--- config.mk ---
export PLATFORM = sky130hd
export DESIGN_NAME = bbr_regs
export DESIGN_NICKNAME = d
export VERILOG_FILES = /design/src/hdl/bbr_pkg.sv /design/src/hdl/bbr_regs.sv
export SDC_FILE = /design/constraint.sdc
export NUM_CORES = 1
export LEC_CHECK = 0
export ABC_AREA = 1
export BUFFER_PORTS_ARGS = -buffer_cell sky130_fd_sc_hd__buf_2
export CAP_MARGIN = 25
export CORE_MARGIN = 2
export CORE_UTILIZATION = 47
export DETAILED_ROUTE_END_ITERATION = 10
export PLACE_DENSITY = 0.75
export SLEW_MARGIN = 20
export SYNTH_ARGS = -nofsm -noshare
export SYNTH_HDL_FRONTEND = slang
export SYNTH_SLANG_ARGS = --single-unit
--- constraint.sdc ---
create_clock -name sys_clk -period 1.4 [get_ports sys_clk]
set_input_delay 0.28 -clock sys_clk [delete_from_list [all_inputs] [get_ports sys_clk]]
set_output_delay 0.28 -clock sys_clk [all_outputs]
set_load 0.005 [all_outputs]
--- src/hdl/bbr_pkg.sv ---
// Constants for the boost regulator control register bank.
// Assumes an SPI register port decoded elsewhere into address/strobe form.
// Summary of operation
// - State field bits 2:0 turn the amplifier boost off for code 4 and on for code 7.
// - On the standby-exit pin the state in bits 5:3 is applied, codes other than 4 and 7 leaving it as is.
// - Voltage select bits 7:6 choose 4.2 V for code 0 and 5.0 V for code 2.
// - The amplifier control register at 0x3b is read/write and resets to 0x24.
// - Bit 0 of register 0x1c7 disables the discharge transistor when set; reset 0x01.
// - The isolation switch enable comes from the host-allow and isolation-control bits.
// - Host mode is allowed only on battery with no input power connected.
// - While host mode is on the USB detect flag is ignored.
// - Host-allow 0: switch off, boost by state; 1 with control 0: both on; both 1: switch off.
// - A short or over-voltage shutdown keeps the boost off and flagged until re-enabled.
package bbr_pkg;
    localparam logic [8:0] BBR_ADDR_PA_CTRL = 9'h03b;
    localparam logic [8:0] BBR_ADDR_PA_DSCH = 9'h1c7;
    localparam logic [7:0] BBR_PA_CTRL_RST = 8'h24;
    localparam logic [7:0] BBR_PA_DSCH_RST = 8'h01;
    localparam int BBR_STATE_LSB = 0;
    localparam int BBR_EXIT_LSB = 3;
    localparam int BBR_VSEL_LSB = 6;
    localparam logic [2:0] BBR_CODE_OFF = 3'h4;
    localparam logic [2:0] BBR_CODE_ON = 3'h7;
    localparam logic [1:0] BBR_VSEL_4V2 = 2'h0;
    localparam logic [1:0] BBR_VSEL_5V0 = 2'h2;
    typedef enum logic [1:0] {
        BBR_PA_OFF = 2'b00,
        BBR_PA_ON = 2'b01,
        BBR_PA_FAULT = 2'b10
    } bbr_pa_state_type;
endpackage : bbr_pkg

--- src/hdl/bbr_regs.sv ---
// Amplifier boost and OTG boost control logic with register bank.
// Assumes a synchronous register port from the SPI slave; pins enter raw.
`timescale 1ns/1ps
`default_nettype none
module bbr_regs
    import bbr_pkg::*;
(
    // Clock and reset
    input wire logic sys_clk,
    input wire logic nrst,
    // Register port
    input wire logic [8:0] reg_addr,
    input wire logic reg_wr,
    input wire logic [7:0] reg_wdata,
    output logic [7:0] reg_rdata,
    // Pins and analog status
    input wire logic standby_exit_pin,
    input wire logic pa_shutdown_fault,
    input wire logic on_battery,
    input wire logic input_power_present,
    input wire logic usb_detect_raw,
    // OTG controls from the charger control register
    input wire logic host_allow_bit,
    input wire logic isolation_control_bit,
    input wire logic otg_state_on,
    // Outputs
    output logic pa_boost_enable,
    output logic pa_voltage_5v0,
    output logic pa_discharge_enable,
    output logic pa_boost_fault_flag,
    output logic otg_boost_enable,
    output logic otg_isolation_switch,
    output logic otg_host_mode,
    output logic usb_detect_flag
);
    ////////////////////////////////////////////////////////////////////////
    // Synchronisers for pins and analog status
    localparam int NSYNC = 5;
    // Pins and analog status only; the exit pin edge is found after the second stage
    logic [NSYNC-1:0] sync1_q;
    logic [NSYNC-1:0] sync2_q;
    logic [NSYNC-1:0] async_in;
    assign async_in = {standby_exit_pin, pa_shutdown_fault, on_battery,
                       input_power_present, usb_detect_raw};
    always_ff @(posedge sys_clk or negedge nrst) begin
        if (!nrst) begin
            sync1_q <= '0;
            sync2_q <= '0;
        end else begin
            sync1_q <= async_in;
            sync2_q <= sync1_q;
        end
    end
    logic exit_s;
    logic fault_s;
    logic batt_s;
    logic inpwr_s;
    logic usb_detect_flag_s;
    assign exit_s = sync2_q[4];
    assign fault_s = sync2_q[3];
    assign batt_s = sync2_q[2];
    assign inpwr_s = sync2_q[1];
    assign usb_detect_flag_s = sync2_q[0];

    ////////////////////////////////////////////////////////////////////////
    // Registers
    logic [7:0] pa_ctrl_q;
    logic [7:0] pa_ctrl_d;
    logic [7:0] pa_dsch_q;
    logic [7:0] pa_dsch_d;
    logic exit_prev_q;
    logic exit_prev_d;
    logic wr_ctrl;
    logic wr_dsch;
    logic exit_rise;
    logic [2:0] new_state;
    logic [2:0] exit_code;
    assign wr_ctrl = reg_wr && (reg_addr == BBR_ADDR_PA_CTRL);
    assign wr_dsch = reg_wr && (reg_addr == BBR_ADDR_PA_DSCH);
    assign exit_rise = exit_s && !exit_prev_q;
    assign new_state = reg_wdata[BBR_STATE_LSB +: 3];
    assign exit_code = pa_ctrl_q[BBR_EXIT_LSB +: 3];

    always_comb begin
        pa_ctrl_d = pa_ctrl_q;
        pa_dsch_d = pa_dsch_q;
        exit_prev_d = exit_s;
        if (wr_ctrl) begin
            pa_ctrl_d = reg_wdata;
        end
        if (wr_dsch) begin
            pa_dsch_d = {7'h00, reg_wdata[0]};
        end
        // Standby exit copies only the two defined codes
        if (exit_rise && (exit_code == BBR_CODE_OFF || exit_code == BBR_CODE_ON)) begin
            pa_ctrl_d[BBR_STATE_LSB +: 3] = exit_code;
        end
    end

    always_ff @(posedge sys_clk or negedge nrst) begin
        if (!nrst) begin
            pa_ctrl_q <= BBR_PA_CTRL_RST;
            pa_dsch_q <= BBR_PA_DSCH_RST;
            exit_prev_q <= 1'b0;
        end else begin
            pa_ctrl_q <= pa_ctrl_d;
            pa_dsch_q <= pa_dsch_d;
            exit_prev_q <= exit_prev_d;
        end
    end

    ////////////////////////////////////////////////////////////////////////
    // Amplifier boost state machine
    bbr_pa_state_type pa_state_q;
    bbr_pa_state_type pa_state_d;
    logic want_on;
    logic want_off;
    // Commanded transitions come from a software write or a standby exit
    always_comb begin
        want_on = 1'b0;
        want_off = 1'b0;
        if (wr_ctrl) begin
            want_on = (new_state == BBR_CODE_ON);
            want_off = (new_state == BBR_CODE_OFF);
        end
        if (exit_rise) begin
            want_on = want_on || (exit_code == BBR_CODE_ON);
            want_off = want_off || (exit_code == BBR_CODE_OFF);
        end
    end

    always_comb begin
        pa_state_d = pa_state_q; // Other codes hold state
        unique case (pa_state_q)
            BBR_PA_OFF: begin
                if (want_on) begin
                    pa_state_d = BBR_PA_ON;
                end
            end
            BBR_PA_ON: begin
                if (fault_s) begin
                    pa_state_d = BBR_PA_FAULT;
                end else if (want_off) begin
                    pa_state_d = BBR_PA_OFF;
                end
            end
            BBR_PA_FAULT: begin
                // No auto restart; an off command keeps the flag, only an enable leaves
                if (want_on) begin
                    pa_state_d = BBR_PA_ON;
                end
            end
            default: begin
                pa_state_d = BBR_PA_OFF;
            end
        endcase
    end

    always_ff @(posedge sys_clk or negedge nrst) begin
        if (!nrst) begin
            pa_state_q <= BBR_PA_OFF;
        end else begin
            pa_state_q <= pa_state_d;
        end
    end

    ////////////////////////////////////////////////////////////////////////
    // OTG boost, isolation switch and host mode
    logic host_ok;
    logic otg_en_d;
    logic iso_d;
    logic host_d;
    logic usbflag_d;
    logic otg_en_q;
    logic iso_q;
    logic host_q;
    logic usbflag_q;
    always_comb begin
        host_ok = batt_s && !inpwr_s;
        otg_en_d = otg_state_on;
        iso_d = 1'b0;
        if (host_allow_bit && !isolation_control_bit && host_ok) begin
            otg_en_d = 1'b1;
            iso_d = 1'b1;
        end
        host_d = iso_d;
        // Detect flag is masked while hosting the bus
        usbflag_d = usb_detect_flag_s && !host_q;
    end

    always_ff @(posedge sys_clk or negedge nrst) begin
        if (!nrst) begin
            otg_en_q <= 1'b0;
            iso_q <= 1'b0;
            host_q <= 1'b0;
            usbflag_q <= 1'b0;
        end else begin
            otg_en_q <= otg_en_d;
            iso_q <= iso_d;
            host_q <= host_d;
            usbflag_q <= usbflag_d;
        end
    end

    ////////////////////////////////////////////////////////////////////////
    // Outputs and read mux
    assign pa_boost_enable = (pa_state_q == BBR_PA_ON);
    assign pa_boost_fault_flag = (pa_state_q == BBR_PA_FAULT);
    assign pa_voltage_5v0 = (pa_ctrl_q[BBR_VSEL_LSB +: 2] == BBR_VSEL_5V0);
    assign pa_discharge_enable = !pa_dsch_q[0];
    assign otg_boost_enable = otg_en_q;
    assign otg_isolation_switch = iso_q;
    assign otg_host_mode = host_q;
    assign usb_detect_flag = usbflag_q;

    // Unmapped addresses read as zero
    always_comb begin
        if (reg_addr == BBR_ADDR_PA_CTRL) begin
            reg_rdata = pa_ctrl_q;
        end else if (reg_addr == BBR_ADDR_PA_DSCH) begin
            reg_rdata = pa_dsch_q;
        end else begin
            reg_rdata = 8'h00;
        end
    end
endmodule : bbr_regs
`default_nettype wire

# Word level (Yosys, flattened, before mapping)
# Index checks and enable logic that the tools add are counted.
dict set report word_totals {
  wordCells 55
  latch_bits 0
  register_bits 25
  romBits 0
  out_inout_bits 16
  ramBits 0
  input_bits 28
  memories 0
}
dict set report classes {
  n_mux 14
  shifts 0
  multipliers 0
  addsub 0
  n_eq_ne 11
  bitwise 0
  div 0
  reduce_logical 20
  magnitude_cmp 0
}
# op count
set op_table {}
lappend op_table {{$eq 3x3->1 const B} 4}
lappend op_table {{$eq 9x6->1 const B} 1}
lappend op_table {{$eq 9x9->1 const B} 1}
lappend op_table {{$logic_and 1x1->1} 8}
lappend op_table {{$mux 8} 1}
lappend op_table {{$mux 1} 7}
lappend op_table {{$mux 2} 3}
lappend op_table {{$mux 3} 2}
lappend op_table {{$logic_not 1->1} 5}
lappend op_table {{$eq 2x2->1 const B} 2}
lappend op_table {{$pmux 2 s2} 1}
lappend op_table {{$logic_or 1x1->1} 3}
lappend op_table {{$ne 3x1->1 const B} 1}
lappend op_table {{$eq 2x1->1 const B} 1}
lappend op_table {{$logic_not 2->1} 1}
lappend op_table {{$ne 2x1->1 const B} 1}
lappend op_table {{$reduce_and 2->1} 1}
lappend op_table {{$reduce_bool 2->1} 1}
lappend op_table {{$reduce_or 2->1} 1}

# Depth between registers and ports, before layout
dict set report depth {
  ltp_word 8
  depth_mapped 9
  ltp_nobuf 9
}

# Worst setup path after synthesis
# Ideal clock, no wire load.
dict set report synth_timing {
  path_type {input-to-output}
  startpoint {input reg_addr[7]}
  endpoint {output reg_rdata[1]}
  path_stages 5
  t_arrival_ns 0.881
  path_slack_ns 0.239
  required_ns 1.120
  path_buffers 0
  path_cell_list {nor2_1 > nand2_1 > nor2_4 > nand2_1 > nor2_1}
}
dict set report synth_via {
  elab_chain_len 2
}
# element line
set synth_rtl {}
lappend synth_rtl {{from (decl)} bbr_regs.sv:12} ;# input wire logic [8:0] reg_addr,
lappend synth_rtl {{$eq 9x6->1} bbr_regs.sv:218} ;# if (reg_addr == BBR_ADDR_PA_CTRL) begin
lappend synth_rtl {{$mux 8} bbr_regs.sv:218}
lappend synth_rtl {{to (decl)} bbr_regs.sv:15} ;# output logic [7:0] reg_rdata,
# Every way passes these cells.

# Final worst setup path
dict set report layout_timing {
  startpoint {register pa_ctrl_q[5]}
  endpoint {output reg_rdata[5]}
}
dict set report layout_via {
  elab_chain_len 1
}
# element line
set layout_rtl {}
lappend layout_rtl {{from (decl)} bbr_regs.sv:67} ;# logic [7:0] pa_ctrl_q;
lappend layout_rtl {{from (signal assigned)} bbr_regs.sv:106} ;# pa_ctrl_q <= pa_ctrl_d;
lappend layout_rtl {{$mux 8} bbr_regs.sv:218}
# Every way passes these cells.

==> results.cfg <==
[logic_synthesis]
synthDistinctLibCells = 21
syn_area_mm2 = 0.001115
synth_xor_area_share_pct = 0
ys_ff_latch = 25
synthCells = 122
synth_top_family_by_area = simple AND/OR/NAND/NOR gates
synth-compound-area-share_pct = 4.489
synthAdderAreaFrac_pct = 0
yosys_warnings = 0
synthMuxAreaShare_pct = 0
synth_fp_nets = 150
synthSimpleGateAreaFrac_pct = 28.73
synth_area_per_cell_um2 = 9.138
synth.yosys.seq_area_share_pct = 56.45

[critical_path]
cp-start-kind = flop
critPathArrivalTime_ps = 1110
crit_path_max_fanout = 2
end_kind = output pin
crit_type = reg2out
reg2reg_from = pa_ctrl_q[5]$_DFFE_PN1P_
crit_start = pa_ctrl_q[5]$_DFFE_PN1P_
cp.required_ps = 1120

[global_route]
globalRouteMet3Util_pct = 2.857
grt_pass1_wl_um = 3367
grt.busiest_layer = met2
antenna_found_initial = 0
use_met2_pct = 29.58
grt_max_degree = 26
grt_util_met1_pct = 19.44
groute.usage.overall_pct = 16.88
grt_pass1_vias = 847
overflow = 0

[place]
hpwl_um = 1546
gp_routability_congestion = 0.7877
dp_cells = 193
numPortBuffers = 43

[timing]
setup_viol = 0
post-route-min-period_ps = 1386
hold_violations = 0
finClkSkew_ps = 7.877
tns_ps = 0
fmax_mhz = 721.5
relSlewSlack_pct = 65.02
fin_crit_sh_pct = 99.00
final_max_slew_viol_count = 0
rsz0062_at_grt = yes
tightest_slew_ps = 524.6

[cts]
h-tree-depth = 1
clock_latency_ps = 310
cts_root_buf = clkbuf_4
clockBufferDepth = 2
cts_tree = built
path_clk_slew_ps = 140
clock-sinks = 25
cts_made_buffers = 3

[status]
outcome = finished clean

[layout]
fin_util_pct = 64.54
drive_gt1_share_pct = 45.35
areaGrowthSynthToFinish_pct = 29.29
nets = 201
instances_no_fill = 200
final.fill_count = 199
antenna_cells = 0

[floorplan]
coreArea_mm2 = 0.002233
start_util_pct = 49.92
fp.dieH_um = 52.70
row_count = 17
dieArea_mm2 = 0.002777
die_w_um = 52.70
pin_count = 44

[route]
routedWlPerCell_um = 9.975
viasPerCell = 4.615
drtIter0Drc = 10
drc = 0
wl_um = 1995
vias = 923
drtAntennaViolNets = 0
dr.pass1.iters = 4

[run]
max_cap_viol_count = 0

[pwr]
ir_worst_vdd_mv = 0.8099
p_leak_nw = 0.8082
power_density_mw_per_mm2 = 966.3

[hold_path]
hp-class = in2reg
min_from = standby_exit_pin
## critical path, stage by stage (launching register included)
cell and delay (ps):
dfstp_2 560, inv_2 40, nor2_1 80, buf_2 110
## final cells by class
cell class / instances / area, um^2 / share of cell area [%]
Sequential cell: 25 / 629.4 / 43.66
Multi-Input combinational cell: 73 / 400.4 / 27.78
Timing Repair Buffer: 48 / 259.0 / 17.97
Inverter: 22 / 87.58 / 6.076
Tap cell: 28 / 35.03 / 2.431
Clock buffer: 3 / 22.52 / 1.563
Clock inverter: 1 / 7.507 / 0.5208
## metrics by stage
step           hold slack, ps  worst slack, ps  area [um^2]  total power, mW
2_1_floorplan          -15.59            239.3         1115           0.9588
3_3_place_gp            286.9            40.87         1353            1.061
3_5_place_dp            293.1            20.37         1353            1.075
4_1_cts                 47.57            6.072         1400            1.397
5_1_grt                 23.78           -50.31         1441            1.488
6_report                54.97            14.07         1441            1.393
## kinds of logic after synthesis
family / count (synthesis)
AO/OA/AOI/OAI: 7
flip-flops: 25
AND/OR/NAND/NOR: 66
buffers and inverters: 24
## registers in the layout, indices dropped and copies added (netlist names)
register / flops
exit_prev_q: 1
otg_host_mode: 1
pa_ctrl_q: 8
usb_detect_flag: 1
sync1_q: 5
sync2_q: 5
pa_state_q: 2
pa_dsch_q: 1
otg_boost_enable: 1
## synthesized netlist by cell type
master    count  share of area, %
nor2_2        1              0.56
nand3_4       2               3.1
o21ai_2       4               3.1
nand4_1       2               1.1
nand2_1      25               8.4
nand3b_1      1              0.67
nand3_2       1              0.90
clkinv_4      1              0.79
nand2_2       1              0.56
buf_12        1               1.8
nor2_1       19               6.4
or2_2         1              0.56
dfstp_2       3               7.1
nor3_1        4               1.8
nand3_1       8               3.6
inv_1        21               7.1
dfrtp_1      22                49
buf_4         1              0.67
a21oi_1       1              0.45
nor2_4        1               1.0
o21ai_0       2              0.90
## cells in the final DEF (no fill, tap or decap)
| cell type | netlist | final |
|---|---|---|
| a21oi_1 | 1 | 1 |
| buf_2 | 0 | 43 |
| buf_4 | 1 | 3 |
| buf_6 | 0 | 1 |
| clkbuf_4 | 0 | 3 |
| clkinv_4 | 1 | 1 |
| clkinvlp_4 | 0 | 1 |
| dfrtp_1 | 22 | 22 |
| dfstp_2 | 3 | 3 |
| dlygate4sd3_1 | 0 | 1 |
| inv_1 | 21 | 18 |
| inv_2 | 0 | 3 |
| nand2_1 | 25 | 21 |
| nand2_2 | 1 | 4 |
| nand2_4 | 0 | 1 |
| nand3_1 | 8 | 8 |
| nand3_2 | 1 | 1 |
| nand3_4 | 2 | 2 |
| nand3b_1 | 1 | 1 |
| nand4_1 | 2 | 2 |
| nor2_1 | 19 | 15 |
| nor2_2 | 1 | 5 |
| nor2_4 | 1 | 1 |
| nor3_1 | 4 | 3 |
| nor3_2 | 0 | 1 |
| o21ai_0 | 2 | 2 |
| o21ai_2 | 4 | 4 |
| or2_2 | 1 | 1 |
## metal layers
layer / wire length, um / vias to the layer above / part of all wire [%]
met1: 858 / 414 / 43
met4: 14 / 0 / 0.70
met5: 0 / - / 0
met3: 133 / 2 / 6.7
li1: - / 472 / -
met2: 989 / 35 / 50
## path summary, 6_finish.rpt
kind | cells past startpoint | slack [ps] | to
worst max register to register | 8 | 120 | pa_state_q[1]$_DFFE_PN0P_
max in group asynchronous | 2 | 570 | pa_dsch_q[0]$_DFFE_PN1P_
worst min register to register | 0 | 360 | sync2_q[3]$_DFF_PN0_
worst max-delay path | 3 | 10 | reg_rdata[5]
min in group asynchronous | 2 | 460 | sync1_q[2]$_DFF_PN0_
worst min-delay path | 1 | 50 | sync1_q[4]$_DFF_PN0_
## timing repair
action	4_1_cts	5_1_grt
pin swaps	2	5
setup endpoints to repair	2	10
hold buffers	1	0
buffers inserted	1	1
gates resized for setup	1	13
hold endpoints to repair	22	0
## report_power, final
part	switching [mW]	total, mW	internal (mW)
Combinational	0.139	0.253	0.114
Sequential	0.0337	0.818	0.784
Clock	0.213	0.322	0.109
No activity file was read; power rests on OpenSTA's default activity.
